[src/include/usc_cfg.svh]
`ifndef USC_CFG_SVH
`define USC_CFG_SVH

// Register byte offsets
`define USC_OFF_ERR_EN    8'h00
`define USC_OFF_REPORT    8'h04
`define USC_OFF_CTRL      8'h08
`define USC_OFF_ERR_FLAG  8'h0C
`define USC_OFF_IRQ_FLAG  8'h10

// Error enable / error flag bit positions
`define USC_ERR_BITSTUFF  7
`define USC_ERR_BUFFER    5
`define USC_ERR_TURNAR    4
`define USC_ERR_BYTEALN   3
`define USC_ERR_CRC16     2
`define USC_ERR_CRC5      1
`define USC_ERR_PID       0
`define USC_ERR_USED      8'hBF

// Control bit positions
`define USC_CTL_HOLD      5
`define USC_CTL_RESUME    2
`define USC_CTL_PPCLR     1
`define USC_CTL_ENABLE    0

// Interrupt flag bit positions
`define USC_IRQ_TOKDONE   0
`define USC_IRQ_ERROR     1

// Reset values
`define USC_RST_BYTE      8'h00
`define USC_RST_WORD      32'h0000_0000

// Report queue and endpoint masks
`define USC_Q_DEPTH       3'h4
`define USC_EP_ALL        7'h7F
`define USC_EP_PINGPONG   7'h60

`endif

[src/include/usc_pkg.sv]
package usc_pkg;

	// One finished transaction as seen by software
	typedef struct packed
	{
		logic [3:0] ep;
		logic       in_dir;
		logic       odd;
	} usc_txn_t;

	typedef struct packed
	{
		logic [7:0]          err_en;
		logic [7:0]          err_flag;
		logic [7:0]          report;
		logic                tok_flag;
		usc_txn_t [3:0]      q;
		logic [1:0]          rd;
		logic [1:0]          wr;
		logic [2:0]          cnt;
		logic                hold;
		logic                resume;
		logic                enable;
		logic [6:0]          odd_clr;
		logic                ack;
		logic [31:0]         dat;
	} usc_state_t;

endpackage

[src/rtl/usc_regs.sv]
`timescale 1ns/1ps
`include "usc_cfg.svh"

// Summary of operation
// Error enable bits 7,5,4 gate bit stuff, buffer, turnaround errors.
// Error enable bits 3,2 gate byte alignment and CRC16 errors.
// Error enable bits 1,0 gate CRC5 and packet id errors.
// Transaction report is meaningful only while token complete flag is set.
// Each finished descriptor use produces one status entry.
// Status entries queue in a four-entry FIFO, not lost; code drops an entry that finishes while all four are full.
// Clearing token complete loads next entry and re-raises flag at once; code re-raises it one cycle after the clear.
// Report bits 7..4 hold endpoint number 0 to 6.
// Report bit 3 is 1 for IN, 0 for OUT.
// Report bit 2 is 1 for odd bank, 0 for even.
// Setup token sets control bit 5 and halts packet traffic.
// Clearing the hold flag resumes tokens; set keeps transfers off.
// Control bit 2 drives resume signaling while 1.
// Software holds the resume bit for the bus-mandated resume time.
// Writing 1 to control bit 1 clears odd bank bits; 0 does nothing.
// Ping-pong clear touches only endpoints 5 and 6.
// Control bit 0 enables module; setting it resets odd bits and engine.
// Enabling leaves transceiver and regulator untouched.
// Enabled error flags are ORed into the error interrupt bit.
// Error flags set on detection, clear only by writing 1.
// Unused enable and control bits read 0, writes ignored.
module usc_regs
(
	// Clock and reset
	input  wire logic        CLK,
	input  wire logic        NRST,
	// Wishbone slave
	input  wire logic        WB_CYC_I,
	input  wire logic        WB_STB_I,
	input  wire logic        WB_WE_I,
	input  wire logic [7:0]  WB_ADR_I,
	input  wire logic [3:0]  WB_SEL_I,
	input  wire logic [31:0] WB_DAT_I,
	output logic             WB_ACK_O,
	output logic      [31:0] WB_DAT_O,
	// Serial engine events
	input  wire logic [7:0]  ERR_EVT,
	input  wire logic        TXN_DONE,
	input  wire logic [3:0]  TXN_EP,
	input  wire logic        TXN_IN,
	input  wire logic        TXN_ODD,
	input  wire logic        SETUP_RX,
	// Serial engine control
	output logic             MOD_EN,
	output logic             ENGINE_RST,
	output logic      [6:0]  ODD_CLR,
	output logic             XFER_HOLD,
	output logic             RESUME_DRIVE,
	// Status levels
	output logic             TOK_DONE,
	output logic             ERR_IRQ
);

	function automatic logic hit(input logic [7:0] adr,
		input logic [7:0] off);
		hit = (adr == off);
	endfunction

	function automatic logic [7:0] pack_report(
		input usc_pkg::usc_txn_t t);
		pack_report = {t.ep, t.in_dir, t.odd, 2'h0};
	endfunction

	logic                rst_s1_r;
	logic                rst_n_r;
	usc_pkg::usc_state_t st_r;
	usc_pkg::usc_state_t st_nxt;
	logic                req;
	logic                wr_en;
	logic                rd_en;
	logic [7:0]          wbyte;
	logic                err_any;
	logic                push;
	logic                pop;
	logic [7:0]          ctl_view;
	logic [7:0]          irq_view;

	// Reset release through two flops
	always_ff @(posedge CLK or negedge NRST)
	begin
		if (!NRST)
		begin
			rst_s1_r <= 1'b0;
			rst_n_r  <= 1'b0;
		end
		else
		begin
			rst_s1_r <= 1'b1;
			rst_n_r  <= rst_s1_r;
		end
	end

	assign req     = WB_CYC_I & WB_STB_I & ~st_r.ack;
	assign wr_en   = req & WB_WE_I & WB_SEL_I[0];
	assign rd_en   = req & ~WB_WE_I;
	assign wbyte   = WB_DAT_I[7:0];
	assign err_any = |(st_r.err_flag & st_r.err_en);
	assign push    = TXN_DONE & (st_r.cnt != `USC_Q_DEPTH);
	assign ctl_view = {2'h0, st_r.hold, 2'h0, st_r.resume, 1'b0,
		st_r.enable};
	assign irq_view = {6'h00, err_any, st_r.tok_flag};

	always_comb
	begin
		st_nxt         = st_r;
		st_nxt.ack     = req;
		st_nxt.odd_clr = 7'h00;
		pop            = 1'b0;

		// Error flags: event wins over write-one-to-clear
		if (wr_en && hit(WB_ADR_I, `USC_OFF_ERR_FLAG))
			st_nxt.err_flag = st_r.err_flag & ~wbyte;
		st_nxt.err_flag = (st_nxt.err_flag | ERR_EVT)
			& `USC_ERR_USED;

		if (wr_en && hit(WB_ADR_I, `USC_OFF_ERR_EN))
			st_nxt.err_en = wbyte & `USC_ERR_USED;

		// Control register
		if (wr_en && hit(WB_ADR_I, `USC_OFF_CTRL))
		begin
			st_nxt.resume = wbyte[`USC_CTL_RESUME];
			st_nxt.enable = wbyte[`USC_CTL_ENABLE];
			if (!wbyte[`USC_CTL_HOLD])
				st_nxt.hold = 1'b0;
			if (wbyte[`USC_CTL_PPCLR])
				st_nxt.odd_clr = `USC_EP_PINGPONG;
			if (wbyte[`USC_CTL_ENABLE] && !st_r.enable)
				st_nxt.odd_clr = `USC_EP_ALL;
		end
		if (SETUP_RX)
			st_nxt.hold = 1'b1;

		// Token complete: clear, then reload from queue
		if (wr_en && hit(WB_ADR_I, `USC_OFF_IRQ_FLAG)
			&& wbyte[`USC_IRQ_TOKDONE])
			st_nxt.tok_flag = 1'b0;
		if (!st_r.tok_flag && st_r.cnt != 3'h0)
		begin
			pop             = 1'b1;
			st_nxt.report   = pack_report(st_r.q[st_r.rd]);
			st_nxt.tok_flag = 1'b1;
			st_nxt.rd       = st_r.rd + 2'h1;
		end
		if (push)
		begin
			st_nxt.q[st_r.wr] = '{ep: TXN_EP, in_dir: TXN_IN,
				odd: TXN_ODD};
			st_nxt.wr = st_r.wr + 2'h1;
		end
		st_nxt.cnt = st_r.cnt + {2'h0, push} - {2'h0, pop};

		// Read data
		st_nxt.dat = `USC_RST_WORD;
		if (rd_en)
		begin
			unique case (1'b1)
				hit(WB_ADR_I, `USC_OFF_ERR_EN):
					st_nxt.dat[7:0] = st_r.err_en;
				hit(WB_ADR_I, `USC_OFF_REPORT):
					st_nxt.dat[7:0] = st_r.report;
				hit(WB_ADR_I, `USC_OFF_CTRL):
					st_nxt.dat[7:0] = ctl_view;
				hit(WB_ADR_I, `USC_OFF_ERR_FLAG):
					st_nxt.dat[7:0] = st_r.err_flag;
				hit(WB_ADR_I, `USC_OFF_IRQ_FLAG):
					st_nxt.dat[7:0] = irq_view;
				default:
					st_nxt.dat = `USC_RST_WORD;
			endcase
		end
	end

	always_ff @(posedge CLK or negedge rst_n_r)
	begin
		if (!rst_n_r)
		begin
			st_r <= '0;
		end
		else
		begin
			st_r <= st_nxt;
		end
	end

	assign WB_ACK_O     = st_r.ack;
	assign WB_DAT_O     = st_r.dat;
	assign MOD_EN       = st_r.enable;
	assign ENGINE_RST   = &st_r.odd_clr;
	assign ODD_CLR      = st_r.odd_clr;
	assign XFER_HOLD    = st_r.hold;
	assign RESUME_DRIVE = st_r.resume;
	assign TOK_DONE     = st_r.tok_flag;
	assign ERR_IRQ      = err_any;
endmodule

[config.mk]
export PLATFORM = sky130hd
export DESIGN_NAME = usc_regs
export DESIGN_NICKNAME = d
export VERILOG_FILES = /design/src/include/usc_pkg.sv /design/src/rtl/usc_regs.sv
export VERILOG_INCLUDE_DIRS = /design/src /design/src/include
export SDC_FILE = /design/constraint.sdc
export NUM_CORES = 1
export LEC_CHECK = 0
export BUFFER_PORTS_ARGS = -buffer_cell sky130_fd_sc_hd__buf_2
export CAP_MARGIN = 20
export CORE_UTILIZATION = 40
export DETAILED_ROUTE_END_ITERATION = 6
export HOLD_SLACK_MARGIN = 0.08
export PLACE_DENSITY_LB_ADDON = 0.3
export SYNTH_ARGS = -nofsm -noshare
export SYNTH_HDL_FRONTEND = slang
export SYNTH_SLANG_ARGS = --single-unit
[constraint.sdc]
create_clock -name CLK -period 5.75 [get_ports CLK]
set_input_delay 0.575 -clock CLK [delete_from_list [all_inputs] [get_ports CLK]]
set_output_delay 0.575 -clock CLK [all_outputs]
set_load 0.005 [all_outputs]
* Word-level counts from Yosys, hierarchy flattened
Cells that the tools add are included. W data, S select, Z words.
Operators by class: bitwise logic cells 12, eq/ne operators 6, muxes and demuxes 16, add/subtract/negate cells 4, reductions and logical operators 17, magnitude comparators 3
Operators by type and width (count):
- $pmux W8 S5 | 1
- $bwmux W24 | 1
- $and A8 B8 Y8 | 2
- $eq A8 B4 Y1 const B | 2
- $mux W8 | 2
- $mux W7 | 2
- $bmux W6 S2 | 1
- $demux W6 S2 | 1
- $mux W6 | 2
- $mux W10 | 1
- $eq A8 B3 Y1 const B | 1
- $eq A8 B5 Y1 const B | 1
- $logic_and A1 B1 Y1 | 8
- $logic_not A8 Y1 | 1
- $not A8 Y8 | 1
- $or A8 B8 Y8 | 1
- $reduce_or A8 Y1 | 1
- $reduce_and A7 Y1 | 1
- $and A1 B1 Y1 | 6
- $lt A2 B3 Y1 const B | 2
- $mux W1 | 5
- $add A2 B1 Y2 const B | 2
- $reduce_bool A2 Y1 | 2
- $add A3 B1 Y3 | 1
- other kinds (8) | 10
Storage, ports and cells: output and inout port bits 46, input port bits 65, bits in registers 97, word-level logic and storage cells 85

* Longest topological paths before layout
depth in word-level cells 8, mapped depth 9, gate-level depth less buffers 9

* Least setup slack after synthesis
No wires, ideal clock.
kind input port to flip-flop, start input TXN_DONE, end register st_r[45] in the netlist's numbering, data required time 5.627 ns, data arrival time 2.180 ns, slack 3.446 ns, stages on the path 8, buffers on the path 0, library setup time 0.123 ns, cells stage by stage a21boi_1 inv_1 ha_1 inv_1 ha_1 fa_1 xor2_1 xnor2_1
RTL lines:
- start, declared | line usc_regs.sv:42 | input wire logic TXN_DONE,
- end signal, assigned | line usc_regs.sv:186 | st_r <= st_nxt;
- end, declared | line usc_regs.sv:70 | usc_pkg::usc_state_t st_r;

==> PnR_summary.wiki <==
{| class="wikitable"
! Metric !! Value
|-
| Area share of the largest cell type after synthesis || 50.9%
|-
| TritonRoute pass-1 iters || 4
|-
| Worst path cell trace || nor2_1, a21boi_1, inv_1, ha_1, inv_1, ha_1, fa_1, xor2_1, xnor2_1
|-
| Leading cell types by count after synthesis || sky130_fd_sc_hd__dfrtp_1 (68), sky130_fd_sc_hd__buf_4 (40), sky130_fd_sc_hd__mux2_2 (27), sky130_fd_sc_hd__mux2_1 (13), sky130_fd_sc_hd__nor2_1 (12)
|-
| Setup crit start kind || register
|-
| Antenna violation net count after detailed routing || 0
|-
| Max stage delay on crit path || 500 ps
|-
| Final number of hold-violating endpoints || 0
|-
| Fmax || 0.420 GHz
|-
| Largest net degree at the start of global routing || 67
|-
| Critical R2R Launch || st_r[44]$_DFF_PN0_
|-
| Die Outline Area || 0.00872 sq mm
|-
| EDFF count, synth || 0
|-
| DP HPWL || 4360 um
|-
| Crit path time final || 2380 ps
|-
| CTS tree || built
|-
| Top FF cell, synth || sky130_fd_sc_hd__dfrtp_1
|-
| Leakage power of the design || 1.78 nW
|-
| Number of buffers added on ports || 57
|-
| Global-route wire length before repair || 10100 um
|-
| DR vias || 2042
|-
| Post-synthesis instance area || 0.00334 sq mm
|-
| Power density relative to cell area || 352 mW/mm^2
|-
| Clock sink count || 68
|-
| Placeable core region || 0.00789 sq mm
|-
| Overflow after GRT || 0
|-
| Post-synthesis area per instance || 12.7 sq um
|-
| Part of the Yosys area used for sequential elements || 50.9%
|-
| Yosys top cell by area || sky130_fd_sc_hd__dfrtp_1
|-
| Routed wirelength normalized by instance count || 14.4 um
|-
| FF+latch count, synth || 68
|-
| Layout overhead on the synthesized area || 12.4%
|-
| Worst path arrival time || 2600 ps
|-
| Starting density of the core || 42.4%
|-
| Count of yosys warnings during synthesis || 0
|-
| Total of cells resized after clock tree synthesis || 0
|-
| Worst Path Max Fanout || 8
|-
| CTS H-tree lvls || 3
|-
| Detailed router's first-iteration violation count || 122
|-
| Peak supply drop || 0.289 mV
|-
| Root buf cell || sky130_fd_sc_hd__clkbuf_8
|-
| Unrepaired setup endpoints after global routing || no
|-
| Hold Path Class || register to register
|-
| Worst hold start || rst_s1_r$_DFF_PN0_
|-
| Ys async rst share || 100%
|-
| CTS clock-pin slew for the worst setup and hold paths || 70 ps
|-
| Kind of capture point of the worst setup path || register
|-
| Clock Skew || 12.8 ps
|-
| Net count reported at finish || 384
|-
| Total clock buffers created by CTS || 9
|-
| Row Count || 32
|-
| Leading post-synthesis cells by cell area || sky130_fd_sc_hd__dfrtp_1 (51%), sky130_fd_sc_hd__mux2_2 (9.1%), sky130_fd_sc_hd__buf_4 (9.0%), sky130_fd_sc_hd__mux2_1 (4.4%), sky130_fd_sc_hd__mux4_2 (4.0%)
|-
| Overall routing resource usage || 15.6%
|-
| Share of cells above drive strength 1 || 36.3%
|-
| Setup Crit Path Kind || register to register
|-
| Number of antenna violations at the first check in global routing || 0
|-
| Final weighted congestion in routability-driven placement || 0.802
|-
| Vert. Die Dim || 93.4 um
|-
| Standard cell with the maximum stage delay on the critical path || sky130_fd_sc_hd__a21boi_1
|-
| Critical path startpoint || st_r[44]$_DFF_PN0_
|-
| Count of unique library cells instantiated by Yosys || 43
|-
| Vias per cell || 4.87
|-
| Number of buffers between clock root and the deepest sink || 2
|-
| Most common cell in the netlist || sky130_fd_sc_hd__dfrtp_1
|-
| Total Wirelength || 6050 um
|-
| Max-cap violations || 0
|-
| Headroom to the max-slew limit || 45.0%
|-
| Data required time at the worst endpoint || 5980 ps
|-
| Period utilization || 41.4%
|-
| Final core utilization || 47.6%
|-
| Setup TNS || 0 ps
|-
| Final Setup Violations || 0
|-
| Later-pin clock latency in the skew report || 340 ps
|-
| Buffer count from post-CTS setup fixing || 0
|-
| Gate count after technology mapping || 263
|-
| Inserted Diodes || 0
|-
| Width of the die || 93.4 um
|-
| Drc violations || 0
|-
| Worst slew pin tran || 826 ps
|-
| Number of global-route vias before repair || 2010
|-
| Slew Limit Fails || 0
|-
| Run status || completed
|-
| Top-Level Pins || 111
|}
-- per-stage QoR --
stage	hold WS [ps]	instance area [sq um]	instances	worst slack, ps	power (mW)
6_report	357	3760	419	3370	1.32
2_1_floorplan	279	3430	286	3450	0.865
3_3_place_gp	337	3530	402	3090	0.914
4_1_cts	363	3760	419	3350	1.34
5_1_grt	372	3760	419	3230	1.41
3_5_place_dp	348	3530	402	3060	0.931
-- placed cells by master (no fill, tap or decap), types with 2 or more instances in the layout --
master                     instances
sky130_fd_sc_hd__buf_2            57
sky130_fd_sc_hd__clkbuf_8         12
sky130_fd_sc_hd__a22oi_1           5
sky130_fd_sc_hd__xnor2_1           3
sky130_fd_sc_hd__nor2_1           12
sky130_fd_sc_hd__a32oi_1           2
sky130_fd_sc_hd__ha_1              6
sky130_fd_sc_hd__mux2_2           27
sky130_fd_sc_hd__o22a_1            3
sky130_fd_sc_hd__inv_1             9
sky130_fd_sc_hd__and4_1            3
sky130_fd_sc_hd__mux2i_1           5
sky130_fd_sc_hd__nand3_1           8
sky130_fd_sc_hd__conb_1           25
sky130_fd_sc_hd__mux2_1           13
sky130_fd_sc_hd__o21ai_1           2
sky130_fd_sc_hd__nand3b_1          2
sky130_fd_sc_hd__nor4_1            2
sky130_fd_sc_hd__a21o_1            7
sky130_fd_sc_hd__xor2_1            2
sky130_fd_sc_hd__nor3_1            4
sky130_fd_sc_hd__mux2_4            2
sky130_fd_sc_hd__nand2_1           8
sky130_fd_sc_hd__dfrtp_1          67
sky130_fd_sc_hd__mux4_2            6
sky130_fd_sc_hd__a21oi_1           2
-- cells by family after synthesis --
logic type / Yosys count / synth area share, %
DFF: 68 / 50.9
AOI/OAI and AO/OA: 25 / 5.54
adders and majority gates: 7 / 2.85
xor gates and xnor gates: 5 / 1.31
and+or+nand+nor: 50 / 8.76
muxes: 53 / 19.9
other: 2 / 0.225
buffers and inverters: 53 / 10.4
-- flip-flops by register name (all words and copies together), names as in the netlist --
| signal | flops |
|---|---|
| TOK_DONE | 1 |
| XFER_HOLD | 1 |
| ODD_CLR | 2 |
| st_r | 51 |
| MOD_EN | 1 |
| RESUME_DRIVE | 1 |
| WB_ACK_O | 1 |
| rst_s1_r | 1 |
| rst_n_r | 1 |
| WB_DAT_O | 8 |
-- power breakdown --
part	switching (mW)	internal [mW]	leakage, nW
logic	0.118	0.155	0.839
clock network	0.170	0.236	0.110
registers	0.0582	0.587	0.835
total	0.345	0.978	1.78
-- worst max-delay path, delay by kind of cell, from the launching register on --
| kind | cells | cell delay, ps |
|---|---|---|
| buf+inv | 2 | 140 |
| compound gates | 1 | 500 |
| fa+ha+maj | 3 | 850 |
| flops | 1 | 430 |
| simple gates | 1 | 70 |
| xor+xnor | 2 | 280 |
-- final timing paths --
path	end	slack (ps)	depth (start not counted)
worst max register to register	st_r[45]$_DFF_PN0_	3370	9
worst min-delay path	rst_n_r$_DFF_PN0_	360	0
max in group asynchronous	st_r[54]$_DFFE_PN0P_	4760	1
worst max-delay path	st_r[45]$_DFF_PN0_	3370	9
min in group asynchronous	st_r[87]$_DFF_PN0_	440	1
worst min register to register	rst_n_r$_DFF_PN0_	360	0
-- cell type report --
type                            count  area, sq um
Clock inverter                      3         43.8
Clock buffer                       13          169
Multi-Input combinational cell    165         1380
Tap cell                          102          128
Inverter                            9         33.8
Timing Repair Buffer               59          303
Fill cell                         742         4130
Sequential cell                    68         1700
-- per-layer routing --
metal  vias up  share of wire, %  GRT usage, %
met5         -                 0             0
met1       979                45          19.9
met4         0               1.2          5.90
met3        10               6.7          4.88
met2        79                47          24.8
li1        974                 -             -
-- what timing repair did --
action,4_1_cts,5_1_grt
endpoints found under the setup margin,0,0
hold endpoints to repair,2,0
hold buffers,1,0
No activity file was read; power rests on OpenSTA's default activity.
